==> src/pkg/igs_map.vh <==
// register map, field positions, reset values and counts of the gain block
`ifndef IGS_MAP_VH
`define IGS_MAP_VH
// ==========================================
// register byte addresses
`define IGS_CTRL_ADDR      12'h000
`define IGS_ATTEN_ADDR     12'h004
`define IGS_STATUS_ADDR    12'h008
`define IGS_LEFT_ADDR      12'h00C
`define IGS_RIGHT_ADDR     12'h010
// ==========================================
// control fields
`define IGS_FMT_BIT        0
`define IGS_POL_BIT        1
`define IGS_ATC_BIT        2
`define IGS_WL0_BIT        3
`define IGS_WL1_BIT        4
`define IGS_SCA_BIT        6
`define IGS_CTRL_MASK      7'h5F
`define IGS_CTRL_RESET     7'h00
// ==========================================
// attenuation fields
`define IGS_ATTEN_RESET    16'hFFFF
// ==========================================
// status fields
`define IGS_ST_ENC_BIT     0
`define IGS_ST_PEAK_BIT    1
`define IGS_ST_RSV_BIT     2
// ==========================================
// detection and modulator
`define IGS_SYNC_WORD      8'hA5
`define IGS_LOSS_SAMPLES   1024
`define IGS_MOD_DIV        16
`define IGS_MOD_LEVELS     8
`endif

==> src/hw/igs_core.v <==
// serial input format, attenuation select, material detect and gain scaling
`timescale 1ns/100ps
`include "igs_map.vh"

module igs_core #(
  parameter LOSS_SAMPLES = `IGS_LOSS_SAMPLES,
  parameter MOD_DIV      = `IGS_MOD_DIV
) (
  // clock and reset
  input  wire        core_clk,
  input  wire        rstn,
  // apb slave
  input  wire [11:0] paddr,
  input  wire        psel,
  input  wire        penable,
  input  wire        pwrite,
  input  wire [31:0] pwdata,
  output reg  [31:0] prdata,
  output wire        pready,
  output wire        pslverr,
  // serial audio from the source
  input  wire        bitClockIn,
  input  wire        lrWordClockIn,
  input  wire        serialDataIn,
  // indicators
  output wire        encodedInd,
  output wire        peakInd,
  // attenuation and samples toward the filter
  output wire [7:0]  leftAttenEff,
  output wire [7:0]  rightAttenEff,
  output reg  [23:0] leftSample,
  output reg  [23:0] rightSample,
  output reg         sampleStrobe,
  // modulator codes
  output reg  [2:0]  leftModCode,
  output reg  [2:0]  rightModCode
);

  // ==========================================
  // helpers
  function [4:0] wordLen;
    input [2:0] sel;
    begin
      case (sel)
        3'h0:    wordLen = 5'd16;
        3'h2:    wordLen = 5'd20;
        3'h4:    wordLen = 5'd24;
        3'h6:    wordLen = 5'd24;
        3'h1:    wordLen = 5'd16;
        3'h3:    wordLen = 5'd24;
        default: wordLen = 5'd0;
      endcase
    end
  endfunction

  function [2:0] quant;
    input signed [31:0] v;
    reg signed [31:0] t;
    begin
      t = (v >>> 21) + 32'sh4;
      if (t < 0)
        quant = 3'h0;
      else if (t > 32'sh7)
        quant = 3'h7;
      else
        quant = t[2:0];
    end
  endfunction

  // ==========================================
  // apb registers
  reg  [6:0]  ctrl_q;
  reg  [15:0] atten_q;
  reg         encoded_q;
  reg         peak_q;
  wire        wrEn = psel & penable & pwrite;
  wire        hit  = (paddr == `IGS_CTRL_ADDR) | (paddr == `IGS_ATTEN_ADDR) |
                     (paddr == `IGS_STATUS_ADDR) | (paddr == `IGS_LEFT_ADDR) |
                     (paddr == `IGS_RIGHT_ADDR);
  wire        fmtI2s  = ctrl_q[`IGS_FMT_BIT];
  wire        polSwap = ctrl_q[`IGS_POL_BIT];
  wire        atcOn   = ctrl_q[`IGS_ATC_BIT];
  wire        scaAna  = ctrl_q[`IGS_SCA_BIT];
  wire [2:0]  fmtSel  = {ctrl_q[`IGS_WL1_BIT], ctrl_q[`IGS_WL0_BIT],
                         fmtI2s};
  wire [4:0]  wLen    = wordLen(fmtSel);
  wire        fmtRsv  = (wLen == 5'd0);
  wire        leftJust = (fmtSel == 3'h6);

  assign pready  = 1'b1;
  assign pslverr = psel & penable & ~hit;

  always @(posedge core_clk or negedge rstn) begin
    if (!rstn) begin
      ctrl_q  <= `IGS_CTRL_RESET;
      atten_q <= `IGS_ATTEN_RESET;
    end else if (wrEn) begin
      if (paddr == `IGS_CTRL_ADDR)
        ctrl_q <= pwdata[6:0] & `IGS_CTRL_MASK;
      if (paddr == `IGS_ATTEN_ADDR)
        atten_q <= pwdata[15:0];
    end
  end

  always @* begin
    prdata = 32'h00000000;
    if (psel & ~pwrite) begin
      case (paddr)
        `IGS_CTRL_ADDR:   prdata = {25'h0, ctrl_q};
        `IGS_ATTEN_ADDR:  prdata = {16'h0, atten_q};
        `IGS_STATUS_ADDR: prdata = {29'h0, fmtRsv, peak_q, encoded_q};
        `IGS_LEFT_ADDR:   prdata = {8'h00, leftSample};
        `IGS_RIGHT_ADDR:  prdata = {8'h00, rightSample};
        default:          prdata = 32'h00000000;
      endcase
    end
  end

  // common mode ignores the right level entirely
  assign leftAttenEff  = atten_q[7:0];
  assign rightAttenEff = atcOn ? atten_q[7:0] : atten_q[15:8];

  // ==========================================
  // pin synchronisers: bit clock, word clock, data
  reg  [2:0] sync1_q;
  reg  [2:0] sync2_q;
  reg  [2:0] sync3_q;
  always @(posedge core_clk or negedge rstn) begin
    if (!rstn) begin
      sync1_q <= 3'h0;
      sync2_q <= 3'h0;
      sync3_q <= 3'h0;
    end else begin
      sync1_q <= {serialDataIn, lrWordClockIn, bitClockIn};
      sync2_q <= sync1_q;
      sync3_q <= sync2_q;
    end
  end
  // a level counts only once two stages agree; a split pair holds it
  reg  [2:0] pin_q;
  wire [2:0] pin_d = (sync2_q & sync3_q) | (pin_q & (sync2_q | sync3_q));
  always @(posedge core_clk or negedge rstn) begin
    if (!rstn)
      pin_q <= 3'h0;
    else
      pin_q <= pin_d;
  end
  wire bckRise = pin_d[0] & ~pin_q[0];
  wire lrLvl   = pin_d[1];
  wire datBit  = pin_d[2];

  // ==========================================
  // serial receiver
  reg  [31:0] shift_q;
  reg  [5:0]  cnt_q;
  reg         lrLast_q;
  reg  [23:0] word;
  reg  [31:0] raw;
  reg  [5:0]  need;
  wire        slotEnd = bckRise & (lrLvl != lrLast_q);
  // i2s ignores polarity and always has left on the low phase
  wire        slotLeft = fmtI2s ? ~lrLast_q :
                         (lrLast_q ^ polSwap);

  // right-justified takes the last bits, others count from the edge
  always @* begin
    need = {1'b0, wLen} + {5'h0, fmtI2s};
    raw  = 32'h00000000;
    if (fmtI2s | leftJust) begin
      if (cnt_q >= need)
        raw = shift_q >> (cnt_q - need);
      else
        raw = shift_q << (need - cnt_q);
    end else begin
      raw = shift_q;
    end
    case (wLen)
      5'd16:   word = {raw[15:0], 8'h00};
      5'd20:   word = {raw[19:0], 4'h0};
      default: word = raw[23:0];
    endcase
  end

  always @(posedge core_clk or negedge rstn) begin
    if (!rstn) begin
      shift_q  <= 32'h00000000;
      cnt_q    <= 6'h00;
      lrLast_q <= 1'b0;
    end else if (bckRise) begin
      if (slotEnd) begin
        shift_q  <= {31'h0, datBit};
        cnt_q    <= 6'h01;
        lrLast_q <= lrLvl;
      end else begin
        shift_q <= {shift_q[30:0], datBit};
        if (cnt_q != 6'h3F)
          cnt_q <= cnt_q + 6'h01;
      end
    end
  end

  // ==========================================
  // material detection on the hidden bit of left words
  localparam LCW = 16;
  reg  [15:0]    hidden_q;
  reg  [LCW-1:0] loss_q;
  wire           takeWord = slotEnd & ~fmtRsv;
  wire [15:0]    hiddenNext = {hidden_q[14:0], raw[0]};

  always @(posedge core_clk or negedge rstn) begin
    if (!rstn) begin
      hidden_q  <= 16'h0000;
      loss_q    <= {LCW{1'b0}};
      encoded_q <= 1'b0;
      peak_q    <= 1'b0;
    end else if (takeWord & slotLeft) begin
      hidden_q <= hiddenNext;
      if (hiddenNext[15:8] == `IGS_SYNC_WORD) begin
        encoded_q <= 1'b1;
        peak_q    <= hiddenNext[0];
        loss_q    <= {LCW{1'b0}};
      end else if (loss_q == LOSS_SAMPLES[LCW-1:0] - 1'b1) begin
        // long silence of the code falls back to standard material
        encoded_q <= 1'b0;
        peak_q    <= 1'b0;
        loss_q    <= {LCW{1'b0}};
      end else begin
        loss_q <= loss_q + 1'b1;
      end
    end
  end

  assign encodedInd = encoded_q;
  assign peakInd    = peak_q;

  // ==========================================
  // gain scaling and sample hand-off
  wire        digCut = ~scaAna & ~peak_q;
  wire [23:0] scaled = digCut ? {word[23], word[23:1]} : word;

  always @(posedge core_clk or negedge rstn) begin
    if (!rstn) begin
      leftSample   <= 24'h000000;
      rightSample  <= 24'h000000;
      sampleStrobe <= 1'b0;
    end else begin
      sampleStrobe <= takeWord;
      if (takeWord) begin
        if (slotLeft)
          leftSample <= scaled;
        else
          rightSample <= scaled;
      end
    end
  end

  // ==========================================
  // oversampling modulator, one step per divider pulse
  localparam DW = 8;
  reg  [DW-1:0] div_q;
  wire          modEn = (div_q == MOD_DIV[DW-1:0] - 1'b1);
  always @(posedge core_clk or negedge rstn) begin
    if (!rstn)
      div_q <= {DW{1'b0}};
    else if (modEn)
      div_q <= {DW{1'b0}};
    else
      div_q <= div_q + 1'b1;
  end

  // integrators wrap on overload; inputs stay well inside full scale
  reg  signed [31:0] lInt_q [0:3];
  reg  signed [31:0] rInt_q [0:3];
  wire signed [31:0] lIn = {{8{leftSample[23]}}, leftSample};
  wire signed [31:0] rIn = {{8{rightSample[23]}}, rightSample};
  wire signed [31:0] lFb = ($signed({29'h0, leftModCode}) * 32'sh2
                            - 32'sh7) <<< 20;
  wire signed [31:0] rFb = ($signed({29'h0, rightModCode}) * 32'sh2
                            - 32'sh7) <<< 20;
  integer k;

  always @(posedge core_clk or negedge rstn) begin
    if (!rstn) begin
      for (k = 0; k < 4; k = k + 1) begin
        lInt_q[k] <= 32'sh0;
        rInt_q[k] <= 32'sh0;
      end
      leftModCode  <= 3'h4;
      rightModCode <= 3'h4;
    end else if (modEn) begin
      lInt_q[0] <= lInt_q[0] + lIn - lFb;
      rInt_q[0] <= rInt_q[0] + rIn - rFb;
      for (k = 1; k < 4; k = k + 1) begin
        lInt_q[k] <= lInt_q[k] + lInt_q[k-1] - lFb;
        rInt_q[k] <= rInt_q[k] + rInt_q[k-1] - rFb;
      end
      leftModCode  <= quant(lInt_q[3]);
      rightModCode <= quant(rInt_q[3]);
    end
  end

endmodule

==> config.mk <==
export PLATFORM = sky130hd
export DESIGN_NAME = igs_core
export DESIGN_NICKNAME = d
export VERILOG_FILES = /design/src/hw/igs_core.v
export VERILOG_INCLUDE_DIRS = /design/src /design/src/pkg
export SDC_FILE = /design/constraint.sdc
export NUM_CORES = 2
export LEC_CHECK = 0
export ABC_AREA = 1
export BUFFER_PORTS_ARGS = -buffer_cell sky130_fd_sc_hd__buf_2
export CORE_MARGIN = 1
export CORE_UTILIZATION = 30
export DETAILED_ROUTE_END_ITERATION = 12
export PLACE_DENSITY = 0.52
export RECOVER_POWER = 100
export SETUP_SLACK_MARGIN = 0.1
export SKIP_CTS_REPAIR_TIMING = 1
export SYNTH_ARGS = -nofsm -noshare
export SYNTH_HDL_FRONTEND = slang
export SYNTH_SLANG_ARGS = --single-unit
==> constraint.sdc <==
create_clock -name core_clk -period 3.35 [get_ports core_clk]
set_input_delay 0.335 -clock core_clk [delete_from_list [all_inputs] [get_ports core_clk]]
set_output_delay 0.335 -clock core_clk [all_outputs]
set_load 0.03 [all_outputs]
# After elaboration in Yosys (flattened, before gate mapping)
# Cells that the tools add are included.
# Widths: inputs -> output; s select.
[classes]
addsub = 26
multipliers = 0
n_div = 0
n_lt_le_gt_ge = 5
n_eq_ne = 16
n_shift = 2
n_mux = 22
n_bitwise = 27
n_reduce_logical = 14
[op_table]
columns = ["op", "count"]
rows = [
  ["$sub 32x25->32", 8],
  ["$add 32x32->32", 6],
  ["$pmux 24 s5", 1],
  ["$mux 24", 3],
  ["$add 32x24->32", 2],
  ["$pmux 24 s2", 1],
  ["$mux 16", 2],
  ["$mux 32", 1],
  ["$shl 32x6->24", 1],
  ["$shr 32x6->24", 1],
  ["$add 11x4->12 const B", 2],
  ["$eq 12x4->1 const B", 2],
  ["$gt 12x4->1 const B", 2],
  ["$lt 12x1->1 const B", 2],
  ["$mux 23", 1],
  ["$add 16x1->16 const B", 1],
  ["$eq 16x10->1 const B", 1],
  ["$mux 8", 2],
  ["$pmux 5 s3", 1],
  ["$reduce_and 2->1", 7],
  ["$eq 12x3->1 const B", 1],
  ["$eq 12x5->1 const B", 1],
  ["$logic_not 12->1", 1],
  ["$mux 3", 4],
  ["other kinds (27)", 58],
]
[word_totals]
regBits = 425
latchBits = 0
mem_bits_rw = 0
rom_bits = 0
out_inout_bits = 107
wordCells = 139
n_memories = 0

# Logic depth before layout (Yosys ltp)
[logic_depth]
ltp_word = 10
mapped_depth = 23
ltp_nobuf = 20

# Least setup slack after synthesis
# No wires, ideal clock.
[synth_path]
kind = "register -> register"
startpoint = "reg leftModCode[2]"
endpoint = "reg lInt_q[127] (netlist bit)"
t_arrival_ps = 3281
setup_slack_ps = -49
path_stages_with_launch = 12
path_cell_list = "dfstp_2 > fa_1 > ha_1 > a21oi_1 > o21ai_0 > a21oi_1 > nand2_1 > a21oi_1 > nand2_1 > or2_2 > nand3_1 > nand2_1"
[synth_via]
elab_chain_len = 2
[synth_rtl]
columns = ["item", "line", "text"]
rows = [
  ["start, declared", "igs_core.v:35", "output reg [2:0] leftModCode,"],
  ["start signal, assigned", "igs_core.v:297", "leftModCode <= quant(lInt_q[3]);"],
  ["$sub 4x3->5", "igs_core.v:277", "- 32'sh7) <<< 20;"],
  ["$sub 32x25->32", "igs_core.v:291", "lInt_q[0] <= lInt_q[0] + lIn - lFb;"],
  ["end signal, assigned by index", "igs_core.v:294", "lInt_q[k] <= lInt_q[k] + lInt_q[k-1] - lFb;"],
  ["end, declared", "igs_core.v:272", "reg signed [31:0] lInt_q [0:3];"],
]
# Every way passes these cells.
# A chain may end at the register's enable or synchronous reset.

# Final worst setup path
[layout_path]
startpoint = "reg ctrl_q[0]"
endpoint = "reg leftSample[20]"
[layout_via]
elab_chain_len = 10
elab_cells_between_ends = 27
[layout_rtl]
columns = ["item", "line", "text"]
rows = [
  ["start, declared", "igs_core.v:72", "reg [6:0] ctrl_q;"],
  ["start signal, assigned", "igs_core.v:95", "ctrl_q <= `IGS_CTRL_RESET;"],
  ["start signal, assigned", "igs_core.v:99", "ctrl_q <= pwdata[6:0] & `IGS_CTRL_MASK;"],
  ["$eq 3x3->1 (tied with other cells)", "igs_core.v:44, igs_core.v:88", ""],
  ["$reduce_or 3->1 (no source line) / $reduce_or 2->1 (equally long branches)", "--", ""],
  ["$pmux 5 s3", "igs_core.v:44", "case (sel)"],
  ["$add 5x1->6", "igs_core.v:167", "need = {1'b0, wLen} + {5'h0, fmtI2s};"],
  ["$sub 6x6->6, on equally long branches", "igs_core.v:173, igs_core.v:171", ""],
  ["$shl 32x6->24 / $shr 32x6->24 (equally long branches)", "igs_core.v:173, igs_core.v:171", ""],
  ["$mux 24", "igs_core.v:170", "if (cnt_q >= need)"],
  ["$mux 24", "igs_core.v:169", "if (fmtI2s | leftJust) begin"],
  ["$pmux 24 s2", "igs_core.v:177", "case (wLen)"],
  ["$mux 23", "igs_core.v:239", "wire [23:0] scaled = digCut ? {word[23], word[23:1]} : word;"],
  ["end signal, assigned", "igs_core.v:250", "leftSample <= scaled;"],
  ["end, declared", "igs_core.v:31", "output reg [23:0] leftSample,"],
]
# Parallel ways exist; a longest one is shown, timed or not.

==> results.ini <==
[die]
start_util = 0.302
top_level_ports = 159
dieArea_um2 = 138000
die_x_um = 371
die_h_um = 371
core_um2 = 135000
num_rows = 135

[synthesis]
synth_flop_cell = dfrtp_1
yosysMostFrequentCell = nand2_1
synth_top_cell_area_share = 0.249
synth_seq_cells = 425
synthTopCellsByCount = 1401 x nand2_1, 1043 x inv_1, 637 x nand3_1, 427 x ha_1, 407 x dfrtp_1
yosys.area.top_type = dfrtp_1
synthDistinctLibCells = 67
netlist_instances = 5981
synthTopCellsByArea = dfrtp_1 25%, ha_1 13%, nand2_1 13%
synth-seq-area-share = 0.261
postSynthAreaPerCell_um2 = 6.84
yosysWarnings = 0
synthArstFlopShare = 1.00
synth_edf_count = 0
syn-cell-area_um2 = 40900

[critical_path]
cp_slowest_cell = clkbuf_2
startpoint_type = register
reg2reg_from = ctrl_q[0]$_DFFE_PN0P_
path_buf_inv = 4
cp-end-kind = register
cp_cell_sequence = buf_4, clkbuf_1, nor2_1, xor2_1, nand2_2, inv_1, clkbuf_2, nand3_1, nand2_1
critPathArrivalTime_ps = 3790
worstSetupPathType = register to register
path_delay_family = buffers and inverters
cp_max_fo = 37
crit_start = ctrl_q[0]$_DFFE_PN0P_
slowest_delay_ps = 740
required_ps = 3930

[sta]
final.period_utilization = 0.958
hold_viol = 0
setup_viol = 0
clock_skew_ps = 55.2
tns_ps = 0
worst_slew_pin_slew_ps = 1890
worst_slack_ps = 142
fmax_ghz = 0.312
slew_violations = 98
fin_crit_ps = 3210
whs_ps = 25.4
rsz0062_at_grt = true
relSlewSlack = -0.263

[placement]
place_congestion = 0.951
hpwlAfterDp_mm = 113
place_ws_ps = 64.7
placedCellCount = 7921
portBuffers = 133

[final_layout]
n_fill_cell = 14626
finish.utilization = 0.346
nNetsFinal = 6784
drive_gt1_frac = 0.0774
diodes = 0
final_cells = 8051
area_growth_pct = 14.6

[detailed_routing]
drt-initial-drc-count = 2671
drc = 0
vias = 39790
drt-total-wl_mm = 140
routedWlPerCell_um = 17.4
dr.pass1.iters = 6
ant_nets = 0
avgViaCountPerCell = 4.94

[clock_network]
path_clk_slew_ps = 70
clockBufferDepth = 3
cts_made_buffers = 57
clock-sinks = 425
cts_htree_levels = 2
clk_root_buffer_cell = clkbuf_16
clock_latency_ps = 700
cts_tree = yes

[global_route]
grt_pass1_wl_mm = 220
grt_overflow = 0
grt_pass1_vias = 38855
grt_max_degree = 146
gr-usage-all-layers = 0.203
antenna_found_initial = 0

[run_status]
violations = capacitance limit, slew limit
outcome = finished with violations

[job]
maxCapViolCount = 2

[power]
ir_drop_mv = 0.633
p_seq_frac = 0.133
leakagePower_nw = 23.3
pwr-share-comb = 0.735
p_int_mw = 24.5
swShare = 0.539
cellPowerDensity_nw_per_um2 = 1130
p_switching_mw = 28.6
clkPwrFrac = 0.132

[hold_path]
min_from = pwdata[0]
hp-class = input pin to register

## layout by cell type (no fill, tap or decap), types with 15 or more instances in the layout
cell type	instances
o21bai_1	39
a211oi_1	15
nand3_1	633
buf_2	44
nor2_1	375
nor3_1	64
dfrtp_1	407
inv_1	1041
nand2_1	1401
nor4_1	15
a21oi_1	305
a21o_1	43
fa_1	80
or2_2	60
o21a_1	16
clkbuf_2	18
nand3_2	20
nand3b_1	23
buf_4	128
ha_1	424
clkbuf_16	58
dfstp_2	16
o21ai_0	410
nand4_1	68
xnor2_1	60
dlygate4sd3_1	19
o21ai_1	17
clkbuf_1	111
a31oi_1	82
o22ai_1	49
buf_12	18
a221oi_1	22
## layout make-up
cell class / count / area (um2) / share of cell area
Sequential cell: 425 / 10700 / 0.228
Clock inverter: 32 / 549 / 0.0117
Timing Repair Buffer: 342 / 2330 / 0.0498
Inverter: 1054 / 3960 / 0.0846
Multi-Input combinational cell: 4345 / 25600 / 0.545
Tap cell: 1781 / 2230 / 0.0476
Clock buffer: 72 / 1550 / 0.0331
## final timing paths
check	to	slack (ps)	cells past startpoint
worst max-delay path	leftSample[20]$_DFFE_PN0P_	140	9
worst min-delay path	atten_q[0]$_DFFE_PN1P_	30	3
worst max register to register	leftSample[20]$_DFFE_PN0P_	140	9
worst min register to register	sync2_q[0]$_DFF_PN0_	350	0
max in group asynchronous	shift_q[21]$_DFFE_PN0P_	640	3
min in group asynchronous	rInt_q[90]$_DFFE_PN0N_	690	2
## state kept, by name, indices dropped and copies added (netlist names), 6 cells and up
register     count
ctrl_q           6
lInt_q         128
shift_q         32
rightSample     24
loss_q          16
leftSample      24
cnt_q            6
hidden_q        15
rInt_q         128
div_q            8
atten_q         16
## metrics by stage
step | instance area, um2 | power [mW]
finish | 46800 | 53.1
global route | 46800 | 59.1
detailed placement | 44600 | 45.7
CTS | 46700 | 53.1
floorplan | 40900 | 35.2
global placement | 44600 | 45.6
## tightest hold or removal path: cells and delay by family
family	cells	cell delay, ps
buffers and inverters	2	250
AO/OA/AOI/OAI	1	120
## layer usage
metal	routed length, um	GRT usage	vias to the layer above
met5	0	0	-
met4	5670	0.0757	0
met3	6420	0.0252	230
met2	65000	0.341	885
met1	63300	0.266	18575
li1	-	-	20100
## kinds of logic after synthesis
family	Yosys count	share of synthesized area
simple gates	2699	0.287
buf+inv	1218	0.118
compound gates	1044	0.144
fa+ha+maj	509	0.170
flops	425	0.261
xor+xnor	74	0.0167
mux	10	0.00275
other cells	2	0.000184
## power groups by stage
stage | Sequential (mW) | Combinational (mW) | Clock, mW
6_report | 7.06 | 39.0 | 7.00
5_1_grt | 7.20 | 44.5 | 7.39
4_1_cts | 7.08 | 38.8 | 7.21
3_5_place_dp | 7.16 | 38.6 | 0
3_3_place_gp | 7.14 | 38.4 | 0
2_1_floorplan | 6.89 | 28.3 | 0
Power figures use the tool's default switching activity.
